==> config.mk <==
export PLATFORM = sky130hd
export DESIGN_NAME = rstg_raster_sync
export DESIGN_NICKNAME = d
export VERILOG_FILES = /design/src/rtl/rstg_pkg.sv /design/src/rtl/rstg_raster_sync.sv
export SDC_FILE = /design/constraint.sdc
export NUM_CORES = 1
export LEC_CHECK = 0
export ABC_AREA = 1
export BUFFER_PORTS_ARGS = -buffer_cell sky130_fd_sc_hd__buf_4
export CAP_MARGIN = 10
export CORE_MARGIN = 5
export CORE_UTILIZATION = 40
export CTS_CLUSTER_DIAMETER = 120
export DETAILED_ROUTE_END_ITERATION = 7
export MAX_ROUTING_LAYER = met4
export PLACE_DENSITY = 0.55
export SLEW_MARGIN = 20
export SYNTH_ARGS = -nofsm -noshare
export SYNTH_HDL_FRONTEND = slang
export SYNTH_SLANG_ARGS = --single-unit
==> constraint.sdc <==
create_clock -name core_clk -period 8.2 [get_ports core_clk]
set_input_delay 0.82 -clock core_clk [delete_from_list [all_inputs] [get_ports core_clk]]
set_output_delay 0.82 -clock core_clk [all_outputs]
set_load 0.05 [all_outputs]
==> src/rtl/rstg_pkg.sv <==
// Purpose: Shared constants for the raster sync timing generator.
// Assumes: One controller clock at 40 MHz, synchronous active-high reset.
// Notes:   Register offsets are word indices on the plain register port.
package rstg_pkg;

   // ==========================================================
   // Register map
   localparam logic [3:0] RSTG_ADDR_CTRL     = 4'h0;
   localparam logic [3:0] RSTG_ADDR_HFP      = 4'h1;
   localparam logic [3:0] RSTG_ADDR_HSYNC    = 4'h2;
   localparam logic [3:0] RSTG_ADDR_HBP      = 4'h3;
   localparam logic [3:0] RSTG_ADDR_AW       = 4'h4;
   localparam logic [3:0] RSTG_ADDR_VFP      = 4'h5;
   localparam logic [3:0] RSTG_ADDR_VSYNC    = 4'h6;
   localparam logic [3:0] RSTG_ADDR_VBP      = 4'h7;
   localparam logic [3:0] RSTG_ADDR_AL       = 4'h8;
   localparam logic [3:0] RSTG_ADDR_STATUS   = 4'h9;
   localparam logic [3:0] RSTG_ADDR_REFRESH  = 4'hA;

   // ==========================================================
   // Control register fields
   localparam int RSTG_CTRL_ENABLE_BIT    = 0;
   localparam int RSTG_CTRL_INTERLACE_BIT = 1;
   localparam int RSTG_CTRL_REFRESH_BIT   = 2;
   localparam int RSTG_CTRL_WIDE_BIT      = 3;
   localparam int RSTG_CTRL_MIXED_BIT     = 4;

   // ==========================================================
   // Reset values
   localparam logic [4:0]  RSTG_CTRL_RESET  = 5'h00;
   localparam logic [7:0]  RSTG_HFP_RESET   = 8'h02;
   localparam logic [7:0]  RSTG_HSYNC_RESET = 8'h02;
   localparam logic [7:0]  RSTG_HBP_RESET   = 8'h03;
   localparam logic [7:0]  RSTG_AW_RESET    = 8'h20;
   localparam logic [9:0]  RSTG_VFP_RESET   = 10'h001;
   localparam logic [9:0]  RSTG_VSYNC_RESET = 10'h001;
   localparam logic [9:0]  RSTG_VBP_RESET   = 10'h001;
   localparam logic [10:0] RSTG_AL_RESET    = 11'h010;

   // ==========================================================
   // Clock ratios in controller clocks per display cycle
   localparam logic [2:0] RSTG_CLKS_PER_CYCLE_NORMAL = 3'h2;
   localparam logic [2:0] RSTG_CLKS_PER_CYCLE_MIXED  = 3'h4;

   // ==========================================================
   // Pixel clock to controller clock ratio per mode
   localparam logic [4:0] RSTG_RATIO_NORMAL = 5'h08;
   localparam logic [4:0] RSTG_RATIO_WIDE   = 5'h10;
   localparam logic [4:0] RSTG_RATIO_MIXED  = 5'h04;
   localparam int RSTG_PIX_PER_WORD_NORMAL = 16;
   localparam int RSTG_PIX_PER_WORD_WIDE   = 32;

   typedef enum logic [1:0] {
      RSTG_H_FRONT,
      RSTG_H_SYNC,
      RSTG_H_BACK,
      RSTG_H_ACTIVE
   } rstg_phase_t;

endpackage

==> src/rtl/rstg_raster_sync.sv <==
// Purpose: Raster sync timing generator with blanking, sync and refresh.
// Assumes: Host programs interval counts within their minimum widths.
// Notes:   Registers reached over a plain address/strobe port.
//
// Implementation choices: the register addresses and strobed register access.
`timescale 1ns/100ps
module rstg_raster_sync
   import rstg_pkg::*;
(
   input  wire logic        core_clk,
   input  wire logic        rst,
   input  wire logic [3:0]  reg_addr,
   input  wire logic [15:0] reg_wdata,
   input  wire logic        reg_wr,
   input  wire logic        reg_rd,
   output logic      [15:0] reg_rdata,
   output logic             hsync,
   output logic             vsync,
   output logic             blank,
   output logic             cycle_strobe,
   output logic             addr_valid,
   output logic      [15:0] refresh_addr,
   output logic             refresh_cycle,
   output logic             odd_field,
   output logic      [4:0]  pixels_per_cycle_ratio
);

   // ==========================================================
   // Register file
   logic [4:0]  ctrl_reg;
   logic [7:0]  hfp_reg;
   logic [7:0]  hsync_reg;
   logic [7:0]  hbp_reg;
   logic [7:0]  aw_reg;
   logic [9:0]  vfp_reg;
   logic [9:0]  vsync_reg;
   logic [9:0]  vbp_reg;
   logic [10:0] al_reg;

   rstg_phase_t h_phase_reg;
   rstg_phase_t v_phase_reg;
   logic [7:0]  h_cnt_reg;
   logic [10:0] v_cnt_reg;
   logic [1:0]  sub_cnt_reg;
   logic        extra_line_reg;
   logic        odd_field_reg;
   logic [15:0] refresh_cnt_reg;

   wire logic enable    = ctrl_reg[RSTG_CTRL_ENABLE_BIT];
   wire logic interlace = ctrl_reg[RSTG_CTRL_INTERLACE_BIT];
   wire logic ref_en    = ctrl_reg[RSTG_CTRL_REFRESH_BIT];
   wire logic wide_access_mode = ctrl_reg[RSTG_CTRL_WIDE_BIT];
   wire logic mixed     = ctrl_reg[RSTG_CTRL_MIXED_BIT];

   always_ff @(posedge core_clk) begin
      if (rst) begin
         ctrl_reg  <= RSTG_CTRL_RESET;
         hfp_reg   <= RSTG_HFP_RESET;
         hsync_reg <= RSTG_HSYNC_RESET;
         hbp_reg   <= RSTG_HBP_RESET;
         aw_reg    <= RSTG_AW_RESET;
         vfp_reg   <= RSTG_VFP_RESET;
         vsync_reg <= RSTG_VSYNC_RESET;
         vbp_reg   <= RSTG_VBP_RESET;
         al_reg    <= RSTG_AL_RESET;
      end else if (reg_wr) begin
         case (reg_addr)
            RSTG_ADDR_CTRL:  ctrl_reg  <= reg_wdata[4:0];
            RSTG_ADDR_HFP:   hfp_reg   <= reg_wdata[7:0];
            RSTG_ADDR_HSYNC: hsync_reg <= reg_wdata[7:0];
            RSTG_ADDR_HBP:   hbp_reg   <= reg_wdata[7:0];
            RSTG_ADDR_AW:    aw_reg    <= reg_wdata[7:0];
            RSTG_ADDR_VFP:   vfp_reg   <= reg_wdata[9:0];
            RSTG_ADDR_VSYNC: vsync_reg <= reg_wdata[9:0];
            RSTG_ADDR_VBP:   vbp_reg   <= reg_wdata[9:0];
            RSTG_ADDR_AL:    al_reg    <= reg_wdata[10:0];
            default: ;
         endcase
      end
   end

   // Reads answer in the next cycle only; unmapped offsets read zero.
   always_ff @(posedge core_clk) begin
      if (rst || !reg_rd) begin
         reg_rdata <= 16'h0000;
      end else begin
         case (reg_addr)
            RSTG_ADDR_CTRL:    reg_rdata <= {11'h000, ctrl_reg};
            RSTG_ADDR_HFP:     reg_rdata <= {8'h00, hfp_reg};
            RSTG_ADDR_HSYNC:   reg_rdata <= {8'h00, hsync_reg};
            RSTG_ADDR_HBP:     reg_rdata <= {8'h00, hbp_reg};
            RSTG_ADDR_AW:      reg_rdata <= {8'h00, aw_reg};
            RSTG_ADDR_VFP:     reg_rdata <= {6'h00, vfp_reg};
            RSTG_ADDR_VSYNC:   reg_rdata <= {6'h00, vsync_reg};
            RSTG_ADDR_VBP:     reg_rdata <= {6'h00, vbp_reg};
            RSTG_ADDR_AL:      reg_rdata <= {5'h00, al_reg};
            RSTG_ADDR_STATUS:  reg_rdata <= {odd_field_reg, extra_line_reg,
                                             1'b0, blank, vsync, hsync,
                                             v_phase_reg, h_phase_reg,
                                             h_cnt_reg[5:0]};
            RSTG_ADDR_REFRESH: reg_rdata <= refresh_cnt_reg;
            default:           reg_rdata <= 16'h0000;
         endcase
      end
   end

   // ==========================================================
   // Display cycle timing
   // Mixed mode stretches only horizontal active phase cycles, on every line including vertically blanked ones, to four clocks.
   logic       cycle_end;
   logic       line_end;
   logic       h_last;
   logic [1:0] sub_last;

   always_comb begin
      sub_last = 2'(RSTG_CLKS_PER_CYCLE_NORMAL - 3'h1);
      if (mixed && h_phase_reg == RSTG_H_ACTIVE) begin
         sub_last = 2'(RSTG_CLKS_PER_CYCLE_MIXED - 3'h1);
      end
   end

   assign cycle_end = enable && (sub_cnt_reg == sub_last);

   always_ff @(posedge core_clk) begin
      if (rst || !enable || cycle_end) begin
         sub_cnt_reg <= 2'h0;
      end else begin
         sub_cnt_reg <= sub_cnt_reg + 2'h1;
      end
   end

   function automatic logic [7:0] h_len(input rstg_phase_t p,
                                        input logic [7:0] fp,
                                        input logic [7:0] sw,
                                        input logic [7:0] bp,
                                        input logic [7:0] aw);
      case (p)
         RSTG_H_FRONT: h_len = fp;
         RSTG_H_SYNC:  h_len = sw;
         RSTG_H_BACK:  h_len = bp;
         default:      h_len = aw;
      endcase
   endfunction

   assign h_last   = (h_cnt_reg + 8'h01) >= h_len(h_phase_reg, hfp_reg,
                                                   hsync_reg, hbp_reg, aw_reg);
   assign line_end = cycle_end && h_last && h_phase_reg == RSTG_H_ACTIVE;

   // ==========================================================
   // Horizontal sequencer
   always_ff @(posedge core_clk) begin
      if (rst || !enable) begin
         h_phase_reg <= RSTG_H_FRONT;
         h_cnt_reg   <= 8'h00;
      end else if (cycle_end) begin
         if (h_last) begin
            h_cnt_reg <= 8'h00;
            case (h_phase_reg)
               RSTG_H_FRONT: h_phase_reg <= RSTG_H_SYNC;
               RSTG_H_SYNC:  h_phase_reg <= RSTG_H_BACK;
               RSTG_H_BACK:  h_phase_reg <= RSTG_H_ACTIVE;
               RSTG_H_ACTIVE: h_phase_reg <= RSTG_H_FRONT;
               default:      h_phase_reg <= RSTG_H_FRONT;
            endcase
         end else begin
            h_cnt_reg <= h_cnt_reg + 8'h01;
         end
      end
   end

   // ==========================================================
   // Vertical sequencer
   // The extra interlace line is appended to the back porch of the
   // second field only, so a frame of two fields has an odd total.
   logic        v_last;
   logic [10:0] v_len;

   always_comb begin
      case (v_phase_reg)
         RSTG_H_FRONT: v_len = {1'b0, vfp_reg};
         RSTG_H_SYNC:  v_len = {1'b0, vsync_reg};
         RSTG_H_BACK:  v_len = {1'b0, vbp_reg} +
                               {10'h000, interlace && odd_field_reg};
         default:      v_len = al_reg;
      endcase
   end

   assign v_last = (v_cnt_reg + 11'h001) >= v_len;

   always_ff @(posedge core_clk) begin
      if (rst || !enable) begin
         v_phase_reg   <= RSTG_H_FRONT;
         v_cnt_reg     <= 11'h000;
         odd_field_reg <= 1'b0;
      end else if (line_end) begin
         if (v_last) begin
            v_cnt_reg <= 11'h000;
            case (v_phase_reg)
               RSTG_H_FRONT: v_phase_reg <= RSTG_H_SYNC;
               RSTG_H_SYNC:  v_phase_reg <= RSTG_H_BACK;
               RSTG_H_BACK:  v_phase_reg <= RSTG_H_ACTIVE;
               RSTG_H_ACTIVE: begin
                  v_phase_reg   <= RSTG_H_FRONT;
                  odd_field_reg <= interlace && !odd_field_reg;
               end
               default:      v_phase_reg <= RSTG_H_FRONT;
            endcase
         end else begin
            v_cnt_reg <= v_cnt_reg + 11'h001;
         end
      end
   end

   always_ff @(posedge core_clk) begin
      if (rst) begin
         extra_line_reg <= 1'b0;
      end else begin
         extra_line_reg <= interlace && odd_field_reg &&
                           v_phase_reg == RSTG_H_BACK;
      end
   end

   // ==========================================================
   // Refresh counter
   // Refresh owns every sync cycle outright; nothing else can claim it.
   always_ff @(posedge core_clk) begin
      if (rst) begin
         refresh_cnt_reg <= 16'h0000;
      end else if (ref_en && cycle_end && h_phase_reg == RSTG_H_SYNC) begin
         refresh_cnt_reg <= refresh_cnt_reg + 16'h0001;
      end
   end

   // ==========================================================
   // Outputs, registered
   logic active_now;
   assign active_now = enable && h_phase_reg == RSTG_H_ACTIVE &&
                       v_phase_reg == RSTG_H_ACTIVE;

   always_ff @(posedge core_clk) begin
      if (rst) begin
         hsync         <= 1'b0;
         vsync         <= 1'b0;
         blank         <= 1'b1;
         cycle_strobe  <= 1'b0;
         addr_valid    <= 1'b0;
         refresh_cycle <= 1'b0;
         refresh_addr  <= 16'h0000;
         odd_field     <= 1'b0;
      end else begin
         hsync <= enable && h_phase_reg == RSTG_H_SYNC;
         vsync <= enable && v_phase_reg == RSTG_H_SYNC;
         blank <= !active_now;
         cycle_strobe <= cycle_end;
         // Mixed mode: address offered each two clocks, so twice per word.
         addr_valid <= active_now && sub_cnt_reg[0];
         refresh_cycle <= ref_en && enable &&
                          h_phase_reg == RSTG_H_SYNC;
         refresh_addr <= refresh_cnt_reg;
         odd_field <= odd_field_reg;
      end
   end

   // Pixel clock ratio to the controller clock for the external shifter.
   always_ff @(posedge core_clk) begin
      if (rst) begin
         pixels_per_cycle_ratio <= RSTG_RATIO_NORMAL;
      end else if (wide_access_mode) begin
         pixels_per_cycle_ratio <= RSTG_RATIO_WIDE;
      end else if (mixed) begin
         pixels_per_cycle_ratio <= RSTG_RATIO_MIXED;
      end else begin
         pixels_per_cycle_ratio <= RSTG_RATIO_NORMAL;
      end
   end

endmodule

* After elaboration in Yosys (flattened, before gate mapping)
Index checks and enable logic that the tools add are counted.
Widths: inputs -> output; s select.
** Operators by class
- Order comparisons :: 2
- Equal/unequal tests :: 17
- Multiplexer cells :: 10
- Add/sub/neg operators :: 5
- Reductions and logical operators :: 39
** Operators by type and width (count)
- $pmux 16 s11 :: 1
- $pmux 11 s3 :: 1
- $pmux 8 s3 :: 1
- $reduce_and 2->1 :: 11
- $add 16x1->16 const B :: 1
- $eq 4x3->1 const B :: 4
- $logic_and 1x1->1 :: 16
- $pmux 2 s4 :: 2
- $eq 4x4->1 const B :: 3
- $add 10x1->11 :: 1
- $add 11x1->11 const B :: 1
- $ge 11x11->1 :: 1
- $mux 11 :: 1
- $add 8x1->8 const B :: 1
- $eq 2x2->1 const B :: 4
- $eq 4x2->1 const B :: 2
- $ge 8x8->1 :: 1
- $mux 8 :: 1
- $mux 5 :: 1
- $eq 2x1->1 const B :: 2
- $eq 4x1->1 const B :: 1
- $logic_not 1->1 :: 4
- $logic_not 2->1 :: 2
- $logic_not 4->1 :: 1
- 7 further kinds :: 9
** Storage, ports and cells
- Register bits :: 165
- Logic and storage cells :: 101

* Logic depth before layout (Yosys ltp)
Gate-level depths: netlist of run 1.
- Depth after elaboration :: 8
- Depth in mapped cells :: 25
- Depth with buffers taken out :: 25

* Worst setup path after synthesis of run 1
No wires, ideal clock.
- Path type :: register to register
- From :: register odd_field_reg
- To :: register v_cnt_reg[5]
- Stages on the path, launching flop included :: 23
- Setup slack :: 5.507 ns
- Setup time :: 0.068 ns
- Arrival time :: 2.625 ns
- Path through :: dfxtp_1 > nand2_1 > inv_1 > ha_1 > ha_1 > nand2_1 > nor2_1 > nand2_1 > nor2_1 > nand3_1 > nor4_1 > a21oi_1 > ha_1 > nand2_1 > inv_1 > a21oi_1 > nand2_1 > nor2_1 > nand2_1 > nor2_2 > buf_4 > nand2_1 > a21oi_2
** Between the ends
- Word-level cells in the longest chain between the ends :: 5
** Ends and longest elaborated chain
- start, declared :: line rstg_raster_sync.sv:46 : logic odd_field_reg;
- start signal, assigned :: line rstg_raster_sync.sv:204 : odd_field_reg <= interlace && !odd_field_reg;
- $logic_and 1x1->1 :: line rstg_raster_sync.sv:183 : {10'h000, interlace && odd_field_reg};
- $add 10x1->11 :: line rstg_raster_sync.sv:182 : RSTG_H_BACK: v_len = {1'b0, vbp_reg} +
- $pmux 11 s3 :: line rstg_raster_sync.sv:179 : case (v_phase_reg)
- $ge 11x11->1 :: line rstg_raster_sync.sv:188 : assign v_last = (v_cnt_reg + 11'h001) >= v_len;
- $mux 11 :: line rstg_raster_sync.sv:196 : if (v_last) begin
- end signal, assigned :: line rstg_raster_sync.sv:209 : v_cnt_reg <= v_cnt_reg + 11'h001;
- end, declared :: line rstg_raster_sync.sv:43 : logic [10:0] v_cnt_reg;
Every way passes these cells.
A chain may end at the register's enable or synchronous reset.

* Final worst setup path of run 1
- From :: register v_phase_reg[0]
- To :: register v_cnt_reg[5]
** Between the ends
- Word-level cells in the longest chain between the ends :: 4
- Elaborated cells between the ends (all ways) :: 6
- Those cells by class :: order compare: 1; eq/ne: 2; mux: 2; reduce/logical: 1
** Ends and longest elaborated chain
- start, declared :: line rstg_raster_sync.sv:41 : rstg_phase_t v_phase_reg;
- start signal, assigned :: line rstg_raster_sync.sv:192 : v_phase_reg <= RSTG_H_FRONT;
- start signal, assigned :: line rstg_raster_sync.sv:199 : RSTG_H_FRONT: v_phase_reg <= RSTG_H_SYNC;
- start signal, assigned :: line rstg_raster_sync.sv:200 : RSTG_H_SYNC: v_phase_reg <= RSTG_H_BACK;
- $eq 2x2->1 (tied with other cells) :: line rstg_raster_sync.sv:179
- $pmux 11 s3 (*) :: line rstg_raster_sync.sv:179
- $ge 11x11->1 (*) :: line rstg_raster_sync.sv:188
- $mux 11 (*) :: line rstg_raster_sync.sv:196
Every way passes the cells marked *; elsewhere a longest branch is shown, timed or not.

==> flow_metrics.env, run 1 <==
export IMPL_timing_slew_headroom_pct=38.5
export IMPL_cts_resized=0
export IMPL_cp_arrival_ps=3980
export IMPL_antenna_cells_inserted=0
export IMPL_flow_area_growth_from_synthesis_pct=15.7
export IMPL_startpoint_type="flop"
export IMPL_finish_instance_area_um2=9040
export IMPL_detailedRoute_firstIterationViolations=494
export IMPL_post_cts_hold_buffer_count=0
export IMPL_run_status="finished clean"
export IMPL_pre_cts_ws_ps=4580
export IMPL_io_pins=68
export IMPL_post_synth_inst_count=1075
export IMPL_area_share_of_the_largest_cell_type_after_synthesis_pct=41.8
export IMPL_cts_root_buffer_cell="clkbuf_16"
export IMPL_coreArea_um2=19300
export IMPL_die_height_um=150
export IMPL_globalRoute_totalOverflow=0
export IMPL_postSynthRegisterBits=163
export IMPL_gp_congestion=0.921
export IMPL_maximum_number_of_pins_on_one_net_before_global_route_repair=83
export IMPL_final_setup_skew_ps=8.54
export IMPL_final_core_utilization_pct=46.7
export IMPL_num_rows=51
export IMPL_ys_top_cells_by_area="dfxtp_1 42%, inv_1 8.3%, a21oi_1 8.0%"
export IMPL_grt_first_pass_wirelength_mm=36.2
export IMPL_clk_pin_slew_worst_paths_ps=70
export IMPL_fillCellCount=2017
export IMPL_cts_htree_levels=4
export IMPL_die_area_um2=22400
export IMPL_die_w_um=150
export IMPL_postRouteWirelength_mm=23.3
export IMPL_yosysUniqueCellTypes=39
export IMPL_num_vias=7123
export IMPL_drv_max_cap_violation_count=0
export IMPL_final_net_count=1175
export IMPL_final_min_clock_period_ps=3630
export IMPL_count_of_buffers_from_port_buffering=60
export IMPL_clock_insertion_delay_at_the_later_pin_of_the_skew_report_ps=420
export IMPL_post_synth_cell_area_avg_um2=7.27
export IMPL_detail_route_drc_violations=0
export IMPL_clock_sinks=163
export IMPL_worst_ep_required_time_ps=8550
export IMPL_critical_path_max_fanout=15
export IMPL_numCtsBuffers=17
export IMPL_number_of_synthesis_warnings=0
export IMPL_crit_path_end_kind="flop"
export IMPL_clock_path_buffers=2
export IMPL_final_setup_viol_count=0
export IMPL_cts_tree="built"
export IMPL_tightestPinTransition_ps=921
export IMPL_antenna_nets_post_route=0
export IMPL_drive_gt1_share_pct=9.29
export IMPL_firstDrtPassIters=5
export IMPL_route_detailed_vias_per_inst=5.11
export IMPL_report_final_hold_viol_count=0
export IMPL_cts_repair_timing_setup_buffer_count=0
export IMPL_unrepaired_setup_endpoints_after_global_routing="false"
export IMPL_post_route_period_util_pct=44.3
export IMPL_groute_usage_overall_pct=21.5
export IMPL_avgRoutedWirePerCell_um=16.7
export IMPL_synth_area_um2=7810
export IMPL_power_ir_vdd_worst_mv=0.127
export IMPL_power_density_nw_per_um2=187
export IMPL_dpl_cell_area_um2=8450
export IMPL_static_leakage_power_uw=0.00366
export IMPL_max_freq_mhz=275
export IMPL_detailedPlacementHpwl_mm=16.8
export IMPL_critPathKind="reg -> reg"
export IMPL_grt_antenna_before_repair=0
export IMPL_final_critical_path_setup_slack_ps=4570
export IMPL_totalNegativeSetupSlack_ps=0
export IMPL_starting_density_of_the_core_pct=40.4
export IMPL_slew_violations=0
export IMPL_synth_seq_area_share_pct=41.8
export IMPL_via_count_of_the_first_global_routing_pass=6492
export IMPL_holdCritPathClass="reg -> reg"
export IMPL_netlist_top_cell_by_area="dfxtp_1"
==> layout by cell type, fill, tap and decap left out, types with 3 or more instances in the layout <==
cell type,count
inv_1,172
dfxtp_1,163
nand2_1,159
a21oi_1,125
o21ai_0,104
nor2_1,99
buf_4,62
o22ai_1,55
ha_1,34
nand3_1,29
nor3_1,18
clkbuf_16,17
xor2_1,16
nand4_1,8
o211ai_1,6
xnor2_1,5
nor3b_1,5
clkbuf_8,5
clkinv_1,4
a221oi_1,4
a211oi_1,3
o221ai_1,3
nand2_2,3
clkinv_4,3
==> power breakdown <==
group / internal [uW] / switching, uW / leakage (uW)
logic: 23.3 / 59.9 / 0.00206
clock network: 462 / 338 / 0.000286
registers: 801 / 4.63 / 0.00132
total: 1290 / 402 / 0.00366
==> final cells by class <==
type                    instances  area (um2)  share of cell area, %
inverters                     176         661                   7.31
clock inverters                 9        93.8                   1.04
flip-flops and latches        163        3260                   36.1
repair buffers                 62         465                   5.15
well taps                     265         332                   3.67
multi-input cells             697        3730                   41.2
clock buffers                  23         498                   5.51
==> critical path, cell delays in order, from the launching register on <==
cell and delay [ps]:
dfxtp_1 390, ha_1 640, clkinv_1 500, o21ai_0 500, ha_1 310, nand2_1 100
inv_1 40, nand2_1 50, nand2_1 50, a21boi_0 150, nand2_1 130, nor2_2 430
nand2_1 120, a21oi_2 140
==> logic make-up after synthesis <==
logic type | synth area share [%]
AND/OR/NAND/NOR | 17.9
AO/OA/AOI/OAI | 21.9
buffers and inverters | 10.6
flip-flops | 41.8
adder cells (fa/ha/maj) | 5.45
XOR/XNOR | 2.35
other | 0.0480
==> Yosys cell counts, drive strengths merged <==
| library cell | number |
|---|---|
| clkinv | 4 |
| a31oi | 2 |
| nand3 | 30 |
| clkbuf | 31 |
| o2111ai | 1 |
| a221oi | 4 |
| a21o | 1 |
| conb | 1 |
| nor3b | 5 |
| buf | 9 |
| nor4 | 2 |
| ha | 34 |
| a211oi | 3 |
| nor2 | 101 |
| o221ai | 3 |
| dfxtp | 163 |
| nand2 | 162 |
| o21ai | 105 |
| o211ai | 6 |
| xnor2 | 5 |
| inv | 172 |
| o22ai | 55 |
| nand4 | 9 |
| a32oi | 1 |
| o31ai | 1 |
| xor2 | 16 |
| a21oi | 128 |
| nor3 | 20 |
| a21boi | 1 |
==> metal layers <==
metal / track usage [%] / vias to the layer above / share of wire, %
met3: 3.48 / 31 / 5.6
met5: - / - / 0
met2: 32.4 / 207 / 44
met4: 7.18 / 0 / 2.2
met1: 29.6 / 3251 / 48
li1: - / 3634 / -
==> final timing paths <==
path	cells after the start	startpoint	to	slack [ps]
setup / recovery	13	v_phase_reg[0]	v_cnt_reg[5]	4570
hold / removal	1	ctrl_reg[3]	pixels_per_cycle_ratio[2]	450
setup reg to reg	13	v_phase_reg[0]	v_cnt_reg[5]	4570
hold reg to reg	1	ctrl_reg[3]	pixels_per_cycle_ratio[2]	450
==> per-stage QoR <==
step | cells | hold WS, ps | power (uW)
3_5_place_dp | 1363 | 448 | 906
2_1_floorplan | 1076 | 416 | 875
3_3_place_gp | 1363 | 446 | 906
4_1_cts | 1395 | 458 | 1700
5_1_grt | 1395 | 486 | 1750
6_report | 1395 | 455 | 1690
Note: power is estimated with default switching activity, not from simulation.
==> run 2: changes to the inputs <==
PLACE_DENSITY = 0.57   (was 0.55)
clock period = 3.3 ns   (was 8.2 ns; I/O delays follow)
==> run 2 against run 1 <==
Against the previous run: combinational power up 150%; critical path depth up 9; first-iteration DRC count up 16%; final cell count up 0.65%; register-to-register slack worse by 4300 ps; utilization up 0.45 points.
==> flow_metrics.env, run 2 (synthesis results as in run 1) <==
export IMPL_detailedRoute_firstIterationViolations=572
export IMPL_slew_violations=0
export IMPL_clock_insertion_delay_at_the_later_pin_of_the_skew_report_ps=430
export IMPL_starting_density_of_the_core_pct=40.4
export IMPL_layout_cells_most_common="inv_1"
export IMPL_critical_path_max_fanout=11
export IMPL_groute_usage_overall_pct=21.6
export IMPL_clk_pin_slew_worst_paths_ps=60
export IMPL_holdCritPathClass="in -> reg"
export IMPL_commonest_cells_after_routing_fill_and_taps_aside="172 x inv_1, 163 x dfxtp_1, 159 x nand2_1, 125 x a21oi_1, 103 x o21ai_0"
export IMPL_power_ir_vdd_worst_mv=0.313
export IMPL_io_pins=68
export IMPL_placedCellCount=1372
export IMPL_die_height_um=150
export IMPL_totalNegativeSetupSlack_ps=0
export IMPL_tightestPinTransition_ps=752
export IMPL_route_detailed_vias_per_inst=5.12
export IMPL_hold_path_cell_count=3
export IMPL_power_density_nw_per_um2=457
export IMPL_layoutNonFillerInstCount=1404
export IMPL_static_leakage_power_uw=0.00369
export IMPL_numCtsBuffers=17
export IMPL_clock_sinks=163
export IMPL_final_min_clock_period_ps=3060
export IMPL_final_core_utilization_pct=47.2
export IMPL_r2r_path_end="v_cnt_reg[2]"
export IMPL_cts_root_buffer_cell="clkbuf_16"
export IMPL_report_final_hold_viol_count=0
export IMPL_antenna_cells_inserted=0
export IMPL_finish_instance_area_um2=9130
export IMPL_flow_area_growth_from_synthesis_pct=16.9
export IMPL_worst_ep_required_time_ps=3660
export IMPL_via_count_of_the_first_global_routing_pass=6643
export IMPL_detailedPlacementHpwl_mm=16.8
export IMPL_globalRoute_totalOverflow=0
export IMPL_crit_path_top_delay_cell="dfxtp_1"
export IMPL_cp_arrival_ps=3430
export IMPL_cts_tree="built"
export IMPL_die_w_um=150
export IMPL_antenna_nets_post_route=0
export IMPL_gp_congestion=0.893
export IMPL_final_setup_skew_ps=7.52
export IMPL_grt_first_pass_wirelength_mm=36.5
export IMPL_start_point_of_the_worst_hold_path="reg_rd"
export IMPL_reg2reg_setup_slack_ps=240
export IMPL_num_rows=51
export IMPL_crit_path_end_kind="flop"
export IMPL_pre_cts_ws_ps=228
export IMPL_post_route_period_util_pct=92.9
export IMPL_grt_antenna_before_repair=0
export IMPL_critPathKind="reg -> reg"
export IMPL_worst_r2r_path_cells=22
export IMPL_num_vias=7185
export IMPL_count_of_buffers_from_port_buffering=60
export IMPL_r2r_start="odd_field_reg"
export IMPL_avgRoutedWirePerCell_um=16.5
export IMPL_max_freq_mhz=326
export IMPL_maximum_number_of_pins_on_one_net_before_global_route_repair=82
export IMPL_cts_htree_levels=4
export IMPL_final_net_count=1184
export IMPL_final_setup_viol_count=0
export IMPL_slowest_cell_delay_on_critical_path_ps=330
export IMPL_die_area_um2=22400
export IMPL_firstDrtPassIters=5
export IMPL_clock_path_buffers=2
export IMPL_dpl_cell_area_um2=8530
export IMPL_postRouteWirelength_mm=23.1
export IMPL_cp_common_cell="nand2_1"
export IMPL_final_critical_path_setup_slack_ps=236
export IMPL_post_cts_hold_buffer_count=0
export IMPL_detail_route_drc_violations=0
export IMPL_drive_gt1_share_pct=10.3
export IMPL_drv_max_cap_violation_count=0
export IMPL_coreArea_um2=19300
export IMPL_startpoint_type="flop"
export IMPL_path_cells="nand2_1, inv_1, ha_2, ha_1, nand2_1, nor2_1, nand2_1, nor2_2, buf_4, nor3b_1, o22ai_1, ha_1, nand2_1, inv_1, nand2_1, nand2_1, a21boi_0, nand2_1, nor2_2, buf_12, nand2_1, a21oi_2"
export IMPL_timing_hold_worst_endpoint="reg_rdata[13]"
export IMPL_timing_slew_headroom_pct=49.9
export IMPL_run_status="finished clean"
-- run 2: timing repair --
action / CTS / global route
gates resized for setup: 0 / 6
buffers inserted: 0 / 0
setup endpoints to repair: 0 / 14
hold endpoints to repair: 0 / 0
-- run 2: worst max-delay path, delay by kind of cell, from the launching register on --
kind,cells,cell delay [ps]
simple gates,12,1100
fa+ha+maj,3,660
compound gates,3,540
buf+inv,4,360
flops,1,330
-- run 2: how the worst max path moves through the flow --
| stage | from | end | slack [ps] | cells past startpoint |
|---|---|---|---|---|
| 6_report | odd_field_reg | v_cnt_reg[2] | 240 | 22 |
| 5_1_grt | odd_field_reg | v_cnt_reg[3] | -70 | 22 |
| 4_1_cts | odd_field_reg | v_cnt_reg[10] | 200 | 24 |
| 3_5_place_dp | odd_field_reg | v_cnt_reg[2] | 230 | 22 |
| 3_3_place_gp | ctrl_reg[1] | v_cnt_reg[5] | 240 | 22 |
| 2_1_floorplan | odd_field_reg | v_cnt_reg[5] | 610 | 22 |
-- run 2: per-layer routing --
layer  vias up  part of all wire, %  GRT usage (%)  wire (um)
li1       3651                    -              -          -
met1      3305                   49           30.5      11300
met2       198                   44           32.0      10200
met3        31                  5.2           3.33       1190
met4         0                  2.2           6.36        497
met5         -                    0              -          0
-- run 2: report_power, final --
group	switching [uW]	leakage, uW	internal (uW)
sequential	11.8	0.00132	1990
clock	822	0.000270	1140
combinational	149	0.00210	58.1
total	983	0.00369	3190
-- run 2: area by class of cell --
cell class                 count  area [um2]
timing repair buffer          71         546
fill                        2006       10200
sequential                   163        3260
multi-input combinational    697        3740
inverter                     176         661
tap                          265         332
clock inverter                11         130
clock buffer                  21         450
-- run 2: metrics by stage --
stage / power [uW] / hold slack [ps]
after global placement: 2250 / 451
after CTS: 4200 / 154
after global routing: 4330 / 183
final: 4170 / 165
after detailed placement: 2250 / 453
after floorplan: 2170 / 416
